==> src/shared/csd_pkg.sv <==
// Constants, encodings and state layout for the compare-skip and decimal adjust unit
package csd_pkg;

    // ========================================================================
    // Instruction encodings
    // ========================================================================
    localparam logic [6:0]  OPC_SKIP_LESS    = 7'h30;    // 0110 000a
    localparam logic [6:0]  OPC_SKIP_EQUAL   = 7'h31;    // 0110 001a
    localparam logic [6:0]  OPC_SKIP_GREATER = 7'h32;    // 0110 010a
    localparam logic [15:0] OPC_DECIMAL_ADJ  = 16'h0007; // Whole word, no operands

    // Field positions inside the instruction word
    localparam int OPC_MSB  = 15;
    localparam int OPC_LSB  = 9;
    localparam int ACC_BIT  = 8;
    localparam int FILE_MSB = 7;

    // ========================================================================
    // Quarter cycles and timing
    // ========================================================================
    localparam logic [1:0] PH_Q1 = 2'h0; // Decode
    localparam logic [1:0] PH_Q2 = 2'h1; // Read
    localparam logic [1:0] PH_Q3 = 2'h2; // Process
    localparam logic [1:0] PH_Q4 = 2'h3; // Write
    localparam int         DIV_W = 12;   // Width of the quarter divider
    localparam logic [DIV_W-1:0] DIV_ONE = 12'h001;

    // No-op cycles left after a skip
    localparam logic [1:0] SKIP_ONE_WORD = 2'h1;
    localparam logic [1:0] SKIP_TWO_WORD = 2'h2;

    // ========================================================================
    // Packed BCD limits
    // ========================================================================
    localparam logic [3:0] BCD_MAX = 4'h9;
    localparam logic [3:0] BCD_FIX = 4'h6;

    // Default bank used when the access bit is clear
    localparam logic [3:0] ACCESS_BANK_DEF = 4'h0;

    // ========================================================================
    // Sequencer states and operation kinds
    // ========================================================================
    typedef enum logic [2:0] {
        ST_IDLE = 3'b001,
        ST_EXEC = 3'b010,
        ST_SKIP = 3'b100
    } csd_state_e;

    typedef enum logic [4:0] {
        OP_NONE    = 5'b00001,
        OP_GREATER = 5'b00010,
        OP_LESS    = 5'b00100,
        OP_EQUAL   = 5'b01000,
        OP_DECIMAL = 5'b10000
    } csd_op_e;

    // Whole state of the execution unit
    typedef struct packed {
        csd_state_e       st;        // Sequencer state
        csd_op_e          op;        // Instruction in flight
        logic [1:0]       qph;       // Current quarter
        logic [DIV_W-1:0] div;       // Quarter divider
        logic [7:0]       opnd_f;    // File operand
        logic [7:0]       opnd_w;    // Working register operand
        logic             c_l;       // Carry at read
        logic             dcy_l;     // Digit carry at read
        logic             hit;       // Skip condition met
        logic [1:0]       skip_left; // No-op cycles still to run
        logic [11:0]      file_addr; // Bank and file address
        logic             file_rd;   // File read strobe
        logic             work_wr;   // Working register write
        logic [7:0]       work_data; // Value written back
        logic             carry_wr;  // Carry flag write
        logic             carry;     // New carry value
        logic             skip_nop;  // Fetched word is being discarded
        logic             busy;      // Instruction in progress
    } csd_state_s;

    localparam csd_state_s STATE_RST = '{st: ST_IDLE, op: OP_NONE, default: '0};

endpackage

==> src/core/csd_bcd_adjust.sv <==
// Packed BCD correction of the working register after an addition
`timescale 1ns/1ps

module csd_bcd_adjust
    import csd_pkg::*;
(
    // Operand and flags
    input  wire logic [7:0] w_in,
    input  wire logic       c_in,
    input  wire logic       dcy_in,
    // Result
    output logic [7:0]      res_out,
    output logic            carry_out
);

    // ========================================================================
    // Nibble correction
    // ========================================================================
    logic       lo_adj;  // Low digit needs fixing
    logic [4:0] lo_sum;  // Low digit with its carry
    logic [4:0] hi_mid;  // High digit plus low carry
    logic       hi_adj;  // High digit needs fixing
    logic [4:0] hi_sum;  // High digit corrected

    // The low carry ripples into the high digit, so the high test
    // looks at the digit after that ripple, not before it
    always_comb
    begin
        lo_adj    = (w_in[3:0] > BCD_MAX) || dcy_in;
        lo_sum    = {1'b0, w_in[3:0]} + (lo_adj ? {1'b0, BCD_FIX} : 5'h00);
        hi_mid    = {1'b0, w_in[7:4]} + {4'h0, lo_sum[4]};
        hi_adj    = (hi_mid > {1'b0, BCD_MAX}) || c_in;
        hi_sum    = hi_mid + (hi_adj ? {1'b0, BCD_FIX} : 5'h00);
        res_out   = {hi_sum[3:0], lo_sum[3:0]};
        carry_out = hi_adj;
    end

endmodule

==> src/core/csd_exec.sv <==
// Execution unit for unsigned compare-and-skip and decimal adjust instructions
`timescale 1ns/1ps

module csd_exec
    import csd_pkg::*;
#(
    parameter logic [DIV_W-1:0] QUARTER_CLKS = DIV_ONE,        // Clocks per quarter
    parameter logic [3:0]       ACCESS_BANK  = ACCESS_BANK_DEF // Bank when access bit is 0
)
(
    // Clock and reset
    input  wire logic        MCLK_IN,
    input  wire logic        RESET_N_IN,
    // Instruction from the fetch stage
    input  wire logic        INSTR_VALID_IN,
    input  wire logic [15:0] INSTR_IN,
    input  wire logic        NEXT_TWO_WORD_IN,
    // Core state seen by the unit
    input  wire logic [7:0]  FILE_DATA_IN,
    input  wire logic [7:0]  WORK_REG_IN,
    input  wire logic [3:0]  BANK_SEL_IN,
    input  wire logic        CARRY_IN,
    input  wire logic        DIGIT_CARRY_IN,
    // Data memory read
    output logic [11:0]      FILE_ADDR_OUT,
    output logic             FILE_RD_OUT,
    // Working register and carry write back
    output logic             WORK_WR_OUT,
    output logic [7:0]       WORK_DATA_OUT,
    output logic             CARRY_WR_OUT,
    output logic             CARRY_OUT,
    // Sequencing
    output logic [1:0]       QUARTER_OUT,
    output logic             SKIP_NOP_OUT,
    output logic             BUSY_OUT
);

    // ========================================================================
    // State and helpers
    // ========================================================================
    csd_state_s s_reg;    // Registered state
    csd_state_s s_next;   // Next state
    logic       tick;     // One-cycle quarter enable
    csd_op_e    dec_op;   // Decoded operation of INSTR_IN
    logic [7:0] bcd_res;  // Adjusted working register
    logic       bcd_c;    // Adjusted carry

    assign tick = (s_reg.div == '0);

    // Decimal correction datapath
    csd_bcd_adjust u_bcd (
        .w_in      (s_reg.opnd_w),
        .c_in      (s_reg.c_l),
        .dcy_in    (s_reg.dcy_l),
        .res_out   (bcd_res),
        .carry_out (bcd_c)
    );

    // ========================================================================
    // Decode
    // ========================================================================
    // Unknown words decode to none and are left to other units
    always_comb
    begin
        dec_op = OP_NONE;
        if (INSTR_IN == OPC_DECIMAL_ADJ)
        begin
            dec_op = OP_DECIMAL;
        end
        else
        begin
            case (INSTR_IN[OPC_MSB:OPC_LSB])
                OPC_SKIP_GREATER: dec_op = OP_GREATER;
                OPC_SKIP_LESS:    dec_op = OP_LESS;
                OPC_SKIP_EQUAL:   dec_op = OP_EQUAL;
                default:          dec_op = OP_NONE;
            endcase
        end
    end

    // ========================================================================
    // Sequencer
    // ========================================================================
    // All activity happens on the quarter enable; outputs are set at the
    // tick that opens the quarter in which they must be seen
    always_comb
    begin
        s_next = s_reg;
        // Quarter divider
        if (tick)
        begin
            s_next.div = QUARTER_CLKS - DIV_ONE;
            s_next.qph = s_reg.qph + 2'h1;
        end
        else
        begin
            s_next.div = s_reg.div - DIV_ONE;
        end

        if (tick)
        begin
            case (s_reg.qph)
                // End of Q1: take and decode a new word
                PH_Q1:
                begin
                    if (s_reg.st == ST_IDLE && INSTR_VALID_IN && dec_op != OP_NONE)
                    begin
                        s_next.st   = ST_EXEC;
                        s_next.op   = dec_op;
                        s_next.busy = 1'b1;
                        s_next.hit  = 1'b0;
                        // Access bank ignores the bank select value
                        s_next.file_addr = {INSTR_IN[ACC_BIT] ? BANK_SEL_IN : ACCESS_BANK,
                                            INSTR_IN[FILE_MSB:0]};
                        s_next.file_rd   = (dec_op != OP_DECIMAL);
                    end
                end
                // End of Q2: capture operands
                PH_Q2:
                begin
                    s_next.file_rd = 1'b0;
                    if (s_reg.st == ST_EXEC)
                    begin
                        s_next.opnd_f = FILE_DATA_IN;
                        s_next.opnd_w = WORK_REG_IN;
                        s_next.c_l    = CARRY_IN;
                        s_next.dcy_l  = DIGIT_CARRY_IN;
                    end
                end
                // End of Q3: process; only decimal adjust writes anything
                PH_Q3:
                begin
                    if (s_reg.st == ST_EXEC)
                    begin
                        case (s_reg.op)
                            OP_GREATER: s_next.hit = s_reg.opnd_f > s_reg.opnd_w;
                            OP_LESS:    s_next.hit = s_reg.opnd_f < s_reg.opnd_w;
                            OP_EQUAL:   s_next.hit = s_reg.opnd_f == s_reg.opnd_w;
                            OP_DECIMAL:
                            begin
                                s_next.work_wr   = 1'b1;
                                s_next.work_data = bcd_res;
                                s_next.carry_wr  = 1'b1;
                                s_next.carry     = bcd_c;
                            end
                            default:    s_next.hit = 1'b0;
                        endcase
                    end
                end
                // End of Q4: retire or enter the no-op cycles
                PH_Q4:
                begin
                    s_next.work_wr  = 1'b0;
                    s_next.carry_wr = 1'b0;
                    if (s_reg.st == ST_EXEC)
                    begin
                        if (s_reg.hit)
                        begin
                            // Fetched word is dropped; a two-word one costs two cycles
                            s_next.st        = ST_SKIP;
                            s_next.skip_nop  = 1'b1;
                            s_next.skip_left = NEXT_TWO_WORD_IN ? SKIP_TWO_WORD
                                                                : SKIP_ONE_WORD;
                        end
                        else
                        begin
                            s_next.st   = ST_IDLE;
                            s_next.busy = 1'b0;
                        end
                    end
                    else if (s_reg.st == ST_SKIP)
                    begin
                        if (s_reg.skip_left == SKIP_ONE_WORD)
                        begin
                            s_next.st       = ST_IDLE;
                            s_next.skip_nop = 1'b0;
                            s_next.busy     = 1'b0;
                        end
                        else
                        begin
                            s_next.skip_left = s_reg.skip_left - 2'h1;
                        end
                    end
                end
                default:
                begin
                    s_next.qph = PH_Q1;
                end
            endcase
        end
    end

    // State register with synchronous reset
    always_ff @(posedge MCLK_IN)
    begin
        if (!RESET_N_IN)
        begin
            s_reg <= STATE_RST;
        end
        else
        begin
            s_reg <= s_next;
        end
    end

    // ========================================================================
    // Outputs, all straight from the state register
    // ========================================================================
    assign FILE_ADDR_OUT = s_reg.file_addr;
    assign FILE_RD_OUT   = s_reg.file_rd;
    assign WORK_WR_OUT   = s_reg.work_wr;
    assign WORK_DATA_OUT = s_reg.work_data;
    assign CARRY_WR_OUT  = s_reg.carry_wr;
    assign CARRY_OUT     = s_reg.carry;
    assign QUARTER_OUT   = s_reg.qph;
    assign SKIP_NOP_OUT  = s_reg.skip_nop;
    assign BUSY_OUT      = s_reg.busy;

    // ========================================================================
    // Checks
    // ========================================================================
    logic [3:0] q_cnt;  // Quarters spent busy, for cycle counting

    always_ff @(posedge MCLK_IN)
    begin
        if (!RESET_N_IN)
        begin
            q_cnt <= 4'h0;
        end
        else if (tick)
        begin
            q_cnt <= s_reg.busy ? q_cnt + 4'h1 : 4'h0;
        end
    end
endmodule

==> config.mk <==
export PLATFORM = sky130hd
export DESIGN_NAME = csd_exec
export DESIGN_NICKNAME = d
export VERILOG_FILES = /design/src/shared/csd_pkg.sv /design/src/core/csd_bcd_adjust.sv /design/src/core/csd_exec.sv
export SDC_FILE = /design/constraint.sdc
export NUM_CORES = 1
export LEC_CHECK = 0
export BUFFER_PORTS_ARGS = -buffer_cell sky130_fd_sc_hd__buf_2
export CORE_MARGIN = 4
export CORE_UTILIZATION = 55
export CTS_BUF_LIST = sky130_fd_sc_hd__clkbuf_8 sky130_fd_sc_hd__clkbuf_16
export DETAILED_ROUTE_END_ITERATION = 16
export PLACE_DENSITY = 0.79
export SYNTH_ARGS = -nofsm -noshare
export SYNTH_HDL_FRONTEND = slang
export SYNTH_SLANG_ARGS = --single-unit
==> constraint.sdc <==
create_clock -name MCLK_IN -period 4.2 [get_ports MCLK_IN]
set_input_delay 0.21 -clock MCLK_IN [delete_from_list [all_inputs] [get_ports MCLK_IN]]
set_output_delay 0.21 -clock MCLK_IN [all_outputs]
set_load 0.05 [all_outputs]
== Word level (Yosys, flattened, before mapping) ==
Cells that the tools add are included.

* Output and inout port bits: 28
* Bits in registers: 69
* Bits of input ports: 42
* Logic and storage cells: 113

* Mux-type cells: 34
* Eq/ne operators: 27
* $lt $le $gt $ge: 4
* Reductions and logical operators: 23
* $add $sub $neg: 6
* Bitwise logic cells: 1

{| class="wikitable"
|+ Operator list
! kind !! count
|-
| $mux W11 || 2
|-
| $eq A7 B6 Y1 const B || 3
|-
| $reduce_and A5 Y1 || 4
|-
| $mux W2 || 9
|-
| $mux W3 || 6
|-
| $eq A16 B3 Y1 const B || 1
|-
| $logic_not A12 Y1 || 1
|-
| $pmux W4 S3 || 1
|-
| $reduce_bool A2 Y1 || 6
|-
| $sub A12 B1 Y12 const B || 1
|-
| $ne A2 B2 Y1 const B || 5
|-
| $pmux W1 S2 || 5
|-
| $ne A3 B3 Y1 const B || 3
|-
| $reduce_and A3 Y1 || 3
|-
| $eq A8 B8 Y1 || 1
|-
| $gt A8 B8 Y1 || 1
|-
| $lt A8 B8 Y1 || 1
|-
| $mux W8 || 1
|-
| $reduce_and A4 Y1 || 2
|-
| $mux W1 || 6
|-
| $pmux W3 S2 || 1
|-
| $reduce_and A6 Y1 || 1
|-
| $add A4 B1 Y5 || 1
|-
| $add A4 B5 Y5 || 1
|-
| other kinds (25) || 29
|}

== Depth between registers and ports, before layout ==
* Depth after elaboration: 12
* Depth in mapped cells: 15

== By module ==
Synthesis repeated with hierarchy kept, for this count alone.

* Cells, all modules: 414
* Area, all modules: 3,490.8 sq um

{| class="wikitable"
|+ Modules (own cells, without submodules)
! module !! times used !! area each (sq um) !! cells an instance
|-
| csd_exec || 1 || 3,255.6 || 385
|-
| csd_bcd_adjust || 1 || 235.2 || 29
|}

== Least setup slack after synthesis ==
Ideal clock, no wire load.

* Path kind: register to register
* From: register s_reg[32] (netlist bit)
* To: register s_reg (netlist bit WORK_DATA_OUT[7])
* Cell stages (with the launch flop): 16
* Clock period less this slack: 2.941 ns
* Arrival: 2.866 ns
* Slack: 1.259 ns
* Data required time: 4.124 ns
* Cells stage by stage: dfxtp_1 > o21ai_0 > nand2b_1 > ha_1 > a21oi_1 > nor2_1 > ha_1 > ha_1 > a21oi_1 > nor2_1 > a211o_1 > ha_1 > fa_1 > xnor2_1 > nand2_1 > a21boi_0

* Word-level cells in the longest chain between the ends: 9

{| class="wikitable"
|+ RTL lines
! what !! line !! RTL
|-
| start: declaration || csd_exec.sv:41 || <nowiki>csd_state_s s_reg;</nowiki>
|-
| start signal: assignment || csd_exec.sv:202 || <nowiki>s_reg <= s_next;</nowiki>
|-
| $gt A4 B4 Y1 || csd_bcd_adjust.sv:29 || <nowiki>lo_adj = (w_in[3:0] > BCD_MAX) || dcy_in;</nowiki>
|-
| $logic_or A1 B1 Y1 || csd_bcd_adjust.sv:29 ||
|-
| $mux W3 || csd_bcd_adjust.sv:30 || <nowiki>lo_sum = {1'b0, w_in[3:0]} + (lo_adj ? {1'b0, BCD_FIX} : 5'h00);</nowiki>
|-
| $add A4 B5 Y5 (*) || csd_bcd_adjust.sv:30 ||
|-
| $add A4 B1 Y5 (*) || csd_bcd_adjust.sv:31 || <nowiki>hi_mid = {1'b0, w_in[7:4]} + {4'h0, lo_sum[4]};</nowiki>
|-
| $gt A5 B4 Y1 (*) || csd_bcd_adjust.sv:32 || <nowiki>hi_adj = (hi_mid > {1'b0, BCD_MAX}) || c_in;</nowiki>
|-
| $logic_or A1 B1 Y1 (*) || csd_bcd_adjust.sv:32 ||
|-
| via bcd_c || csd_exec.sv:46 || <nowiki>logic bcd_c;</nowiki>
|-
| $mux W3 (*) || csd_bcd_adjust.sv:33 || <nowiki>hi_sum = hi_mid + (hi_adj ? {1'b0, BCD_FIX} : 5'h00);</nowiki>
|-
| $add A4 B4 Y4 (*) || csd_bcd_adjust.sv:33 ||
|}

The timed path passes the listed nets; every way through them passes the cells marked *.
A chain may end at the register's enable or synchronous reset.

== Worst setup path after layout ==
Ends and elaborated chain as after synthesis.

==> reports/results.ini <==
[timing]
fin_crit_ns=3.33
fin_crit_sh_pct=79.2
clock.fmax_ghz=0.301
hold_viol=0
rsz0062_at_grt=no
skew_ns=0.00802
timing.setup.tns_ns=0
finalSetupViolCount=0
maxSlewHeadroom_pct=51.2
worst_pin_slew_ns=0.731
report.final.slew_viol_count=0

[synthesis]
yosysMostFrequentCell=nand2_1
ys_ff_latch=68
syn_avg_cell_area_um2=8.33
synth.net_count=499
yosys-top-cells-area=dfxtp_1, nand2_1, a21boi_0
netlist_area_um2=3630
synthFlopType=dfxtp_1
synth_warnings=0
netlist_instances=436
synth_edf_count=0
ys_types=55
synth_common_cells=nand2_1, dfxtp_1, a21boi_0, buf_4, nor2_1
yosysTopAreaCell=dfxtp_1
seq_area_frac_synth_pct=37.5
ys_async_sr_fraction_pct=0
yosysTopAreaCellShare_pct=37.5

[grt]
globalRouteMet3Util_pct=6.18
busiest_layer=met2
grt_pass1_wl_um=12900
grt_util_met2_pct=37.8
overflow=0
antenna_found_initial=0
grt_max_degree=34
grtUsageTotal_pct=20.7
grt_pass1_vias=3005
grt_use_met1_pct=22.8

[clock_tree]
cts.clk_slew.worst_paths_ns=0.08
postCtsHoldBufs=0
clock_latency_ns=0.35
htree_levels=3
post_cts_buffers=0
numCtsBuffers=9
clk_path_buf_depth=2
cts_tree=yes
clock_sinks=68
cts_resized=0
clockRootBuffer=clkbuf_8

[worst_setup_path]
critical_path_class=reg2reg
cp_num_cells=15
crit_family=adder cells
cpMaxStageDelayCell=fa_1
crit_path_end_kind=register
path_max_fanout=4
cp_common_cell=ha_1
cpPeakStageDelay_ns=0.38
worstPathArrival_ns=3.61
crit_path_cell_trace=o21ai_0 -> nand2b_1 -> ha_1 -> a21oi_1 -> nor2_1 -> ha_1 -> ha_1 -> a21oi_1 -> nor2_1 -> a211o_1 -> ha_1 -> fa_1 -> xnor2_1 -> nand2_1 -> a21boi_0
cp_num_buf_inv=0
start_kind=register
required_ns=4.48
reg2reg_depth=15

[layout]
fill_cells=561
multi_input_area_um2=1960
final_nets=543
utilization_pct=64.4
drive_gt1_share_pct=20.0
ff_latch_area_um2=1360
area_growth_pct=13.2
finalInstanceArea_um2=4110
largest_reg_flops=41
n_antenna_cell=0

[route]
drtIter0Drc=136
drc_errors=0
routed-via-count=3055
wl_per_cell_um=13.7
antenna_left=0
routed_wl_um=7690
drt_pass1_iterations=5
via_per_inst=5.44

[power_and_ir_drop]
p_leak_nw=1.75
ir_drop_mv=0.258
fin_total_pwr_w=0.00144
p_per_area_nw_per_um2=350

[place]
dpl-instance-area_um2=3850
dpl.hpwl_um=5730
place_congestion=0.806
port_buffers=69

[hold_path]
holdPathStages=3
min_path_type=in2reg

[floorplanning]
die_y_um=89.3
die_x_um=89.3
start_util_pct=56.9
core_um2=6390
die-area_um2=7970
rows=29
io_pins=70

[job]
maxCapViolations=0

[outcome]
outcome=completed

==> worst reg2reg max path, delay by kind of cell (launching register included) <==
family                     cells  cell delay, ns
DFF                            1            0.35
xor gates and xnor gates       1            0.17
and+or+nand+nor                4            0.33
adders and majority gates      5            1.39
AOI/OAI and AO/OA              5            1.02
==> final cells by class <==
type                            instances  share of cell area (%)
Sequential cell                        68                    33.1
Clock inverter                          5                    2.59
Clock buffer                           11                    3.68
Tap cell                               77                    2.34
Timing Repair Buffer                   72                    8.95
Inverter                               19                    1.74
Multi-Input combinational cell        310                    47.6
==> routing by layer <==
layer,up-vias,share of wire [%]
li1,1559,-
met1,1421,41
met2,63,53
met3,12,4.9
met4,0,1.0
met5,-,0
==> placed cells by master (no fill, tap or decap), types with 2 or more instances in the layout <==
cell,count
a21oi_1,8
a31oi_1,2
or4_1,2
xnor2_1,12
nor2_1,23
and4_1,3
o21ai_0,9
buf_4,3
mux2i_1,5
nor4_1,6
inv_1,19
and2_1,4
dfxtp_1,68
or3_1,3
fa_1,2
nor3b_1,5
nand3_1,10
nor3_1,6
xor2_1,4
nand4_1,7
buf_2,69
bufinv_16,3
nor2b_1,3
nand2_1,98
a21boi_0,43
a211o_1,2
or3b_2,2
ha_1,19
clkbuf_8,11
nand2b_1,6
o2111ai_1,2
==> where the power goes <==
group | switching [W] | leakage (nW) | internal (W)
clock | 0.000254 | 0.126 | 0.000429
sequential | 0.00000823 | 0.549 | 0.000651
combinational | 0.0000560 | 1.08 | 0.0000423
total | 0.000319 | 1.75 | 0.00112
==> kinds of logic after synthesis <==
kind of cell / share of synthesized area, %
AOI/OAI and AO/OA: 15.7
xor gates and xnor gates: 3.86
adders and majority gates: 7.65
buffers and inverters: 8.65
DFF: 37.5
muxes: 1.38
and+or+nand+nor: 25.3
==> metrics by stage <==
stage          instances  setup slack (ns)  hold WS (ns)
6_report             562             0.873         0.104
5_1_grt              562             0.588        0.0971
4_1_cts              562             0.862        0.0934
3_5_place_dp         546             0.911         0.406
3_3_place_gp         546              1.14         0.399
2_1_floorplan        436              1.26         0.340
==> final timing paths <==
| path | slack (ns) | to | from |
|---|---|---|---|
| max | 0.87 | WORK_DATA_OUT[7] | s_reg[32] |
| min | 0.10 | s_reg[34] | WORK_REG_IN[3] |
| max reg2reg | 0.87 | WORK_DATA_OUT[7] | s_reg[32] |
| min reg2reg | 0.41 | s_reg[47] | s_reg[47] |
No activity file was read; power rests on OpenSTA's default activity.
